**src/ffp_params.svh**
```systemverilog
`ifndef FFP_PARAMS_SVH
`define FFP_PARAMS_SVH
// register indices, byte address is four times the index
`define FFP_IDX_CFG      4'h4
`define FFP_IDX_IRQCFG   4'h5
`define FFP_IDX_STAT     4'h6
`define FFP_IDX_FAULT    4'h7
`define FFP_IDX_PROT     4'h8
// field positions
`define FFP_BIT_IGN      0
`define FFP_BIT_SGL      0
`define FFP_BIT_DBL      1
`define FFP_BIT_VIOL     4
// reset values and the value loaded on a configuration double fault
`define FFP_RST_PROT     8'h00
`define FFP_RST_FLAGS    2'h0
`define FFP_FULL_PROT    8'h7F
// protection configuration byte location
`define FFP_CFG_BYTE_ADR 18'h3_FF0C
// window bounds
`define FFP_HI_START0    18'h3_F800
`define FFP_HI_START1    18'h3_F000
`define FFP_HI_START2    18'h3_E000
`define FFP_HI_START3    18'h3_C000
`define FFP_HI_END       18'h3_FFFF
`define FFP_LO_START     18'h3_8000
`define FFP_LO_END0      18'h3_83FF
`define FFP_LO_END1      18'h3_87FF
`define FFP_LO_END2      18'h3_8FFF
`define FFP_LO_END3      18'h3_9FFF
// allowed scenario moves, bit (from*8+to)
`define FFP_TRANS_OK     64'hFF5A_3C18_080C_0A0F
`endif

```
**src/ffp_pkg.sv**
```systemverilog
package ffp_pkg;
	// protection register layout
	typedef struct packed {
		logic       op_en;
		logic       rsv_nv;
		logic       hi_dis;
		logic [1:0] hi_size;
		logic       lo_dis;
		logic [1:0] lo_size;
	} ffp_prot_t;

	// program or erase request from the memory controller
	typedef struct packed {
		logic        is_pflash;
		logic        blk_erase;
		logic [17:0] addr;
	} ffp_cmd_t;

	// read outcome reported by the array read path
	typedef struct packed {
		logic sbe;
		logic dbe;
		logic collide;
	} ffp_rd_evt_t;
endpackage : ffp_pkg

```
**src/ffp_top.sv**
```systemverilog
// The address map and the Wishbone slave port were chosen for this implementation.
`include "ffp_params.svh"

module ffp_top #(
	parameter int ADDR_W = 6
) (
	input  wire logic                clk_sys,
	input  wire logic                rst_n,
	input  wire logic                ce,
	input  wire logic                wb_cyc_i,
	input  wire logic                wb_stb_i,
	input  wire logic                wb_we_i,
	input  wire logic [ADDR_W-1:0]   wb_adr_i,
	input  wire logic [3:0]          wb_sel_i,
	input  wire logic [31:0]         wb_dat_i,
	output logic      [31:0]         wb_dat_o,
	output logic                     wb_ack_o,
	input  ffp_pkg::ffp_rd_evt_t     rd_evt,
	input  wire logic                cfg_load,
	input  wire logic [7:0]          cfg_byte,
	input  wire logic                cfg_dbe,
	input  wire logic                cmd_req,
	input  ffp_pkg::ffp_cmd_t        cmd,
	output logic                     cmd_done,
	output logic                     cmd_refused,
	output ffp_pkg::ffp_prot_t       prot_o,
	output logic                     irq_fault
);
	import ffp_pkg::*;

	// refuse address widths that cannot reach every register
	if (ADDR_W < 6) begin : g_chk
		$error("ffp_top: ADDR_W must be at least 6");
	end

	logic            rst_m_r;
	logic            rst_sync_n;
	logic            ack_r;
	logic [31:0]     rdat_r;
	logic            ign_r;
	logic [1:0]      irqen_r;
	logic            sgl_r;
	logic            dbl_r;
	logic            viol_r;
	ffp_prot_t       prot_r;
	logic            done_r;
	logic            refused_r;
	logic [3:0]      idx;
	logic            req;
	logic            adr_ok;
	logic            wr_fire;
	logic            sgl_set;
	logic            dbl_set;
	logic            sgl_clr;
	logic            dbl_clr;
	logic            viol_clr;
	ffp_prot_t       wr_prot;
	ffp_prot_t       prot_nxt;
	logic [2:0]      scen_cur;
	logic [2:0]      scen_new;
	logic            trans_ok;
	logic            prot_wr;
	logic [17:0]     hi_start;
	logic [17:0]     lo_end;
	logic            in_hi;
	logic            in_lo;
	logic            in_win;
	logic            addr_prot;
	logic            any_prot;
	logic            refuse;
	logic [63:0]     trans_tab;

	// reset release through two flops
	always_ff @(posedge clk_sys or negedge rst_n) begin
		if (!rst_n) begin
			rst_m_r    <= 1'b0;
			rst_sync_n <= 1'b0;
		end else begin
			rst_m_r    <= 1'b1;
			rst_sync_n <= rst_m_r;
		end
	end

	// bus decode
	assign idx     = wb_adr_i[5:2];
	assign req     = wb_cyc_i & wb_stb_i;
	assign adr_ok  = (wb_adr_i >> 6) == '0; // address bits above the register window must be zero
	assign wr_fire = req & wb_we_i & ack_r & wb_sel_i[0] & adr_ok;

	// classic single cycle ack, dropped the cycle after it is given
	always_ff @(posedge clk_sys or negedge rst_sync_n) begin
		if (!rst_sync_n) begin
			ack_r <= 1'b0;
		end else if (ce) begin
			ack_r <= req & ~ack_r;
		end
	end

	// read data captured as the ack is raised; unmapped reads zero
	always_ff @(posedge clk_sys or negedge rst_sync_n) begin
		if (!rst_sync_n) begin
			rdat_r <= 32'h0000_0000;
		end else if (ce && req && !ack_r) begin
			rdat_r <= 32'h0000_0000;
			if (adr_ok) begin
				unique case (idx)
					`FFP_IDX_CFG:    rdat_r[`FFP_BIT_IGN]  <= ign_r;
					`FFP_IDX_IRQCFG: rdat_r[1:0]           <= irqen_r;
					`FFP_IDX_STAT:   rdat_r[`FFP_BIT_VIOL] <= viol_r;
					`FFP_IDX_FAULT:  rdat_r[1:0]           <= {dbl_r, sgl_r};
					`FFP_IDX_PROT:   rdat_r[7:0]           <= prot_r;
					default:         rdat_r                <= 32'h0000_0000;
				endcase
			end
		end
	end

	assign wb_ack_o = ack_r;
	assign wb_dat_o = rdat_r;

	// configuration and interrupt enable registers
	always_ff @(posedge clk_sys or negedge rst_sync_n) begin
		if (!rst_sync_n) begin
			ign_r   <= 1'b0;
			irqen_r <= 2'h0;
		end else if (ce && wr_fire) begin
			if (idx == `FFP_IDX_CFG) begin
				ign_r <= wb_dat_i[`FFP_BIT_IGN];
			end
			if (idx == `FFP_IDX_IRQCFG) begin
				irqen_r <= wb_dat_i[1:0];
			end
		end
	end

	// fault flag set and clear terms
	assign sgl_set = rd_evt.collide | (rd_evt.sbe & ~rd_evt.dbe & ~ign_r);
	assign dbl_set = rd_evt.collide | rd_evt.dbe;
	assign sgl_clr = wr_fire & (idx == `FFP_IDX_FAULT) & wb_dat_i[`FFP_BIT_SGL];
	assign dbl_clr = wr_fire & (idx == `FFP_IDX_FAULT) & wb_dat_i[`FFP_BIT_DBL];

	// sticky fault flags, a set in the clear cycle wins
	always_ff @(posedge clk_sys or negedge rst_sync_n) begin
		if (!rst_sync_n) begin
			{dbl_r, sgl_r} <= `FFP_RST_FLAGS;
		end else if (ce) begin
			sgl_r <= (sgl_r & ~sgl_clr) | sgl_set;
			dbl_r <= (dbl_r & ~dbl_clr) | dbl_set;
		end
	end

	// interrupt request per enabled flag
	assign irq_fault = (dbl_r & irqen_r[1]) | (sgl_r & irqen_r[0]);

	// scenario check on a protection write
	assign trans_tab = `FFP_TRANS_OK;
	assign wr_prot   = ffp_prot_t'(wb_dat_i[7:0]);
	assign scen_cur  = {prot_r.op_en, prot_r.hi_dis, prot_r.lo_dis};
	assign scen_new  = {wr_prot.op_en, wr_prot.hi_dis, wr_prot.lo_dis};
	assign trans_ok  = trans_tab[{scen_cur, scen_new}];
	assign prot_wr   = wr_fire & (idx == `FFP_IDX_PROT) & trans_ok;

	// accepted value, size fields only move while their window is disabled
	always_comb begin
		prot_nxt         = prot_r;
		prot_nxt.op_en   = wr_prot.op_en;
		prot_nxt.hi_dis  = wr_prot.hi_dis;
		prot_nxt.lo_dis  = wr_prot.lo_dis;
		if (prot_r.hi_dis) begin
			prot_nxt.hi_size = wr_prot.hi_size;
		end
		if (prot_r.lo_dis) begin
			prot_nxt.lo_size = wr_prot.lo_size;
		end
	end

	// protection register, reset load takes priority over software
	always_ff @(posedge clk_sys or negedge rst_sync_n) begin
		if (!rst_sync_n) begin
			prot_r <= ffp_prot_t'(`FFP_RST_PROT);
		end else if (ce) begin
			if (cfg_load) begin
				if (cfg_dbe) begin
					prot_r <= ffp_prot_t'(`FFP_FULL_PROT);
				end else begin
					prot_r <= ffp_prot_t'(cfg_byte);
				end
			end else if (prot_wr) begin
				prot_r <= prot_nxt;
			end
		end
	end

	assign prot_o = prot_r;

	// window bounds from size codes
	always_comb begin
		unique case (prot_r.hi_size)
			2'b00: hi_start = `FFP_HI_START0;
			2'b01: hi_start = `FFP_HI_START1;
			2'b10: hi_start = `FFP_HI_START2;
			2'b11: hi_start = `FFP_HI_START3;
		endcase
		unique case (prot_r.lo_size)
			2'b00: lo_end = `FFP_LO_END0;
			2'b01: lo_end = `FFP_LO_END1;
			2'b10: lo_end = `FFP_LO_END2;
			2'b11: lo_end = `FFP_LO_END3;
		endcase
	end

	// address classification against the enabled windows
	assign in_hi  = ~prot_r.hi_dis & (cmd.addr >= hi_start) & (cmd.addr <= `FFP_HI_END);
	assign in_lo  = ~prot_r.lo_dis & (cmd.addr >= `FFP_LO_START) & (cmd.addr <= lo_end);
	assign in_win = in_hi | in_lo;
	// windows protect at op 1 and exempt at op 0
	assign addr_prot = prot_r.op_en ? in_win : ~in_win;
	// only op 1 with both windows off leaves the block bare
	assign any_prot  = ~(prot_r.op_en & prot_r.hi_dis & prot_r.lo_dis);
	assign refuse    = cmd.is_pflash & (cmd.blk_erase ? any_prot : addr_prot);

	// command verdict, one cycle after the request
	always_ff @(posedge clk_sys or negedge rst_sync_n) begin
		if (!rst_sync_n) begin
			done_r    <= 1'b0;
			refused_r <= 1'b0;
		end else if (ce) begin
			done_r    <= cmd_req;
			refused_r <= cmd_req & refuse;
		end
	end

	assign cmd_done    = done_r;
	assign cmd_refused = refused_r;

	// protection violation flag, set wins over clear
	assign viol_clr = wr_fire & (idx == `FFP_IDX_STAT) & wb_dat_i[`FFP_BIT_VIOL];

	always_ff @(posedge clk_sys or negedge rst_sync_n) begin
		if (!rst_sync_n) begin
			viol_r <= 1'b0;
		end else if (ce) begin
			viol_r <= (viol_r & ~viol_clr) | (cmd_req & refuse);
		end
	end
endmodule : ffp_top

```
**config.mk**
```make
export PLATFORM = sky130hd
export DESIGN_NAME = ffp_top
export DESIGN_NICKNAME = d
export VERILOG_FILES = /design/src/ffp_pkg.sv /design/src/ffp_top.sv
export VERILOG_INCLUDE_DIRS = /design/src /design/src/src
export SDC_FILE = /design/constraint.sdc
export NUM_CORES = 1
export LEC_CHECK = 0
export BUFFER_PORTS_ARGS = -buffer_cell sky130_fd_sc_hd__buf_2
export CORE_MARGIN = 4
export CORE_UTILIZATION = 43
export DETAILED_ROUTE_END_ITERATION = 10
export GPL_ROUTABILITY_DRIVEN = 0
export PLACE_DENSITY = 0.81
export RECOVER_POWER = 100
export REMOVE_ABC_BUFFERS = 1
export SYNTH_ARGS = -nofsm -noshare
export SYNTH_HDL_FRONTEND = slang
export SYNTH_SLANG_ARGS = --single-unit
```
**constraint.sdc**
```tcl
create_clock -name clk_sys -period 1.25 [get_ports clk_sys]
set_clock_uncertainty 0.2 [all_clocks]
set_input_delay 0.1875 -clock clk_sys [delete_from_list [all_inputs] [get_ports clk_sys]]
set_output_delay 0.1875 -clock clk_sys [all_outputs]
set_load 0.05 [all_outputs]
```
# ---- Word level (Yosys, flattened, before mapping)
# Memories as Yosys holds them, arrays and structs flattened.
# Cells that the tools add are included.
dict set report word_totals {
  regBits 27
  latchBits 0
  ram_bits 0
  rom_bits 64
  inputBits 82
  output_inout_bits 44
  elab_cells 108
  n_memories 1
}
dict set report classes {
  n_addsub 0
  multipliers 0
  div 0
  n_lt_le_gt_ge 5
  eq_ne 11
  n_shift 0
  muxes 15
  bitwise 44
  n_reduce_logical 15
}
# memory words word_bits read_ports rd_ports_with_merged_regs wr line_no
set memory_table {}
lappend memory_table {{(no name shown)} 64 1 1 0 0 ffp_top.sv:160} ;# assign trans_ok = trans_tab[{scen_cur, scen_new}];
# operator count
set ops {}
lappend ops {{case mux 18 bit (4 select lines)} 2}
lappend ops {{AND 1 bit} 27}
lappend ops {{two-way mux 8 bit} 3}
lappend ops {{greater-or-equal comparator 18 bit} 1}
lappend ops {{greater-or-equal comparator 18 bit, second input constant} 1}
lappend ops {{<= comparator 18 bit} 1}
lappend ops {{<= comparator 18 bit, second input constant} 1}
lappend ops {{== test 4 x 3 -> 1 bit, second input constant} 4}
lappend ops {{inverter 1 bit} 10}
lappend ops {{== test 2 bit, second input constant} 4}
lappend ops {{AND reduction 2 bit} 4}
lappend ops {{< comparator 6 x 7 -> 1 bit, second input constant} 1}
lappend ops {{OR 1 bit} 7}
lappend ops {{two-way mux 2 bit} 3}
lappend ops {{AND reduction 3 bit} 2}
lappend ops {{nonzero test 2 bit} 3}
lappend ops {{== test 2 x 1 -> 1 bit, second input constant} 2}
lappend ops {{== test 4 bit, second input constant} 1}
lappend ops {{zero test 2 bit} 2}
lappend ops {{case mux 1 bit (4 select lines)} 1}
lappend ops {{logical AND 1 bit} 3}
lappend ops {{two-way mux 1 bit} 3}
lappend ops {{two-way mux 3 bit} 1}
lappend ops {{case mux 1 bit (3 select lines)} 1}
lappend ops {{other kinds (2)} 2}

# ---- Logic depth before layout (Yosys ltp)
dict set report depth {
  word_depth 12
  depth_mapped 8
}

# ---- Least setup slack after synthesis
# Ideal clock, no wire load.
dict set report synth_path {
  path_kind {reg-to-reg}
  startpoint {register prot_r (netlist bit prot_o[4])}
  endpoint {register viol_r}
  arrival_time_ps 1995
  required_time_ps 906
  path_slack_ps -1089
  stages_incl_launch_ff 9
  path_buffers 0
  cell_sequence {dfrtp_1 > inv_1 > nor2_1 > ha_1 > nor4b_1 > nand4_1 > nand3b_1 > a2111oi_0 > o21ai_0}
}
dict set report synth_between {
  elab_chain_len 12
  word_cells_on_any_way 15
  cone_classes {order compare (1); eq/ne (3); mux (3); bitwise (7); reduce/logical (1)}
}
# element line_no
set synth_lines {}
lappend synth_lines {{from (decl)} ffp_top.sv:45} ;# ffp_prot_t prot_r;
lappend synth_lines {{from (signal assigned)} ffp_top.sv:180} ;# prot_r <= ffp_prot_t'(`FFP_RST_PROT);
lappend synth_lines {{from (signal assigned)} ffp_top.sv:184} ;# prot_r <= ffp_prot_t'(`FFP_FULL_PROT);
lappend synth_lines {{from (signal assigned)} ffp_top.sv:186} ;# prot_r <= ffp_prot_t'(cfg_byte);
lappend synth_lines {{== test 2 bit (tied with other cells)} ffp_top.sv:198} ;# unique case (prot_r.hi_size)
lappend synth_lines {{case mux 18 bit (4 select lines) *} ffp_top.sv:198}
lappend synth_lines {{greater-or-equal comparator 18 bit *} ffp_top.sv:213} ;# assign in_hi = ~prot_r.hi_dis & (cmd.addr >= hi_start) & (cmd.addr <= `FFP_HI_END);
lappend synth_lines {{AND 1 bit * (2 in a row)} ffp_top.sv:213}
lappend synth_lines {{OR 1 bit *} ffp_top.sv:215} ;# assign in_win = in_hi | in_lo;
lappend synth_lines {{inverter 1 bit} ffp_top.sv:217} ;# assign addr_prot = prot_r.op_en ? in_win : ~in_win;
lappend synth_lines {{two-way mux 1 bit *} ffp_top.sv:217}
lappend synth_lines {{two-way mux 1 bit *} ffp_top.sv:220} ;# assign refuse = cmd.is_pflash & (cmd.blk_erase ? any_prot : addr_prot);
lappend synth_lines {{AND 1 bit *} ffp_top.sv:220}
lappend synth_lines {{AND 1 bit *} ffp_top.sv:243} ;# viol_r <= (viol_r & ~viol_clr) | (cmd_req & refuse);
lappend synth_lines {{OR 1 bit *} ffp_top.sv:243}
lappend synth_lines {{to (signal assigned)} ffp_top.sv:243}
lappend synth_lines {{to (decl)} ffp_top.sv:44} ;# logic viol_r;
# Every way passes the cells marked *; elsewhere a longest branch is shown, timed or not. The select of a mux whose other input is x is not followed.
# A chain may end at the register's enable or synchronous reset.

# ---- Worst setup path after layout
dict set report layout_path {
  startpoint {register prot_r (netlist bit prot_o[3])}
  endpoint {register viol_r}
}
# The elaborated chain is that of the path after synthesis.

==> results.toml <==
[sta]
worst-slew-pin-transition_ns = 0.514
relSlewSlack = 0.658
setup_viol = 30
hold-worst-slack_ns = 0.00384
period_share = 1.65
fmax_mhz = 484
hold_violations = 0
period_needed_ns = 2.07
rsz0062_at_grt = "yes"
setup_ws_ns = -0.816
final_max_slew_viol_count = 0
tns_ns = -9.92

[drt]
wire_per_inst_um = 17.1
routed_wl_mm = 6.80
detail_route.vias_per_cell = 5.43
ant_nets = 0
dr.pass1.iters = 4
num_vias = 2154
drt_iter0_drc = 105
post-route-drc-count = 0

[global_route]
grt-ovfl-total = 0
grt_pass1_wl_mm = 9.62
grt_antenna_before_repair = 0
grt_pass1_vias = 2047
grt_start_max_net_pins = 22
groute.usage.overall = 0.223

[floorplan]
die_h_um = 75.3
dieArea_um2 = 5670
io_pins = 126
initial_core_util = 0.444
die_w_um = 75.3
num_rows = 24
core_um2 = 4380

[yosys]
synth_seq_cells = 27
ys_types = 49
ys_seq_area_frac = 0.347
syn_area_per_cell_um2 = 9.28
yosysTopAreaCell = "dfrtp_1"
synth_edf_count = 0
synthesis.area_um2 = 1950
ys_async_sr_fraction = 1.00
ys.flop_type = "dfrtp_1"
synthCells = 210
synth.top_cells.by_area = "dfrtp_1 (35%), buf_4 (9.2%), ha_1 (5.1%)"
yosysWarnings = 0
yosys.area.top_type_share = 0.347

[cells_and_area]
syn2layout_area_growth_pct = 64.7
mostFrequentLayoutCell = "buf_2"
final_cells = 397
drive_gt1_frac = 0.525
antennaDiodeCount = 0
fin_nets = 436
regArea_um2 = 679
utilization = 0.732
multi_input_area_um2 = 1230
final_cell_mix = "buf_2 (49), buf_4 (42), buf_6 (31)"
fillers = 301

[power]
switching_share = 0.399
p_leak_uw = 0.00159
intPower_uw = 1930
powerDensity_nw_per_um2 = 1000
switchingPower_uw = 1280
vdd_ir_drop_max_mv = 0.666
pwr-share-seq = 0.324
combPwrFrac = 0.519
clockPowerShare = 0.158

[clock_network]
clkLatencyLatePin_ns = 0.28
cts_made_buffers = 3
cts_buffer_depth = 2
clk_pin_slew_ns = 0.10
cts_sinks = 27
htreeDepth = 1
cts_tree = "yes"
clockRootBuffer = "clkbuf_8"

[critical_path]
cp_slowest_cell = "dfrtp_1"
rr_worst_depth = 9
required_ns = 1.26
end_kind = "flop"
max_stage_delay_ns = 0.43
cp_cell_sequence = "inv_2 > nor2_4 > ha_4 > nor4b_4 > nand4_1 > nand3b_1 > buf_4 > a221o_1 > o21ai_1"
critPathMaxFanout = 3
timing.rr.end = "viol_r"
worstSetupStartpointType = "flop"
rrSetupSlack_ns = -0.82
reg2reg_from = "prot_o[3]"
worst_ep_arrival_time_ns = 2.08
cp_top_family = "simple AND/OR/NAND/NOR gates"
critPathBufInv = 2
path_class = "flop to flop"

[flow_run]
max-cap-violations = 0

[min_path]
min_from = "cfg_byte[2]"
worstHoldEndpoint = "prot_o[2]"
min_path_cells = 3
min_path_type = "primary input to flop"

[placement]
dp_slack_ns = -0.925
dpl.cell_count = 362
io_buffers = 71
hpwl_mm = 4.30

[run_status]
status = "complete, but fails checks"
violations = "negative setup slack"
==> per-layer routing <==
| metal | track usage | wire, um |
|---|---|---|
| met1 | 0.257 | 2560 |
| met2 | 0.401 | 3520 |
| met3 | 0.0462 | 474 |
| met4 | 0.0913 | 246 |
| met5 | 0 | 0 |
==> cell families after synthesis <==
family	Yosys count	synth area share
adder cells (fa/ha/maj)	8	0.0514
flip-flops	27	0.347
buffers and inverters	48	0.168
AND/OR/NAND/NOR	69	0.193
multiplexers	13	0.0719
AO/OA/AOI/OAI	43	0.165
other	2	0.00386
==> metrics by stage <==
step	power (uW)	area, um^2
after floorplan	1700	1760
after detailed placement	2180	2490
after global routing	3360	3210
after CTS	3060	3040
after global placement	2160	2490
final	3210	3210
==> power groups by stage <==
| stage | registers, uW | clock network (uW) | logic [uW] |
|---|---|---|---|
| 2_1_floorplan | 1280 | 0 | 417 |
| 3_3_place_gp | 1030 | 0 | 1130 |
| 3_5_place_dp | 1030 | 0 | 1150 |
| 4_1_cts | 1030 | 518 | 1520 |
| 5_1_grt | 1050 | 553 | 1760 |
| 6_report | 1040 | 507 | 1670 |
==> cells in the mapped netlist, types with 2 or more instances <==
master     count
o22ai_1        7
ha_1           8
nor2_1        13
nor4b_1        3
mux2_2         8
nand2_1       24
clkbuf_8       4
o21ai_0       13
clkbuf_1       3
a2111oi_0      2
nand2b_1       3
nand3_1        3
buf_4         24
dfrtp_1       27
conb_1         2
nand4_1        8
mux2i_1        5
buf_6          2
a32oi_1        2
a22o_1         2
o31ai_1        2
nor2b_1        3
a21oi_1        3
inv_1         14
==> layout make-up <==
cell class,count,share of cell area
multi-input combinational,158,0.385
sequential,27,0.212
clock inverter,1,0.00234
inverter,14,0.0172
timing repair buffer,142,0.351
tap,52,0.0203
clock buffer,3,0.0129
==> worst reg2reg max path, stage by stage, from the launching register on <==
cell and delay [ns]:
dfrtp_1 0.43, inv_2 0.08, nor2_4 0.12, ha_4 0.21, nor4b_4 0.13, nand4_1 0.08
nand3b_1 0.15, buf_4 0.17, a221o_1 0.31, o21ai_1 0.13
==> how the worst max path moves through the flow <==
stage	start	to	slack, ns	cells past startpoint
floorplan	prot_o[4]	viol_r	-1.09	8
global placement	prot_o[4]	viol_r	-0.84	9
detailed placement	prot_o[4]	viol_r	-0.92	9
CTS	prot_o[4]	viol_r	-0.78	9
global route	prot_o[3]	viol_r	-0.93	9
finish	prot_o[3]	viol_r	-0.82	9
==> what timing repair did <==
item | CTS | global route
cloned | 0 | 1
hold buffers | 7 | 0
pin swaps | 20 | 14
endpoints found under the setup margin | 42 | 41
setup buffers | 14 | 12
resized for setup | 94 | 32
endpoints found under the hold margin | 11 | 0
(Power assumes the default switching activity.)
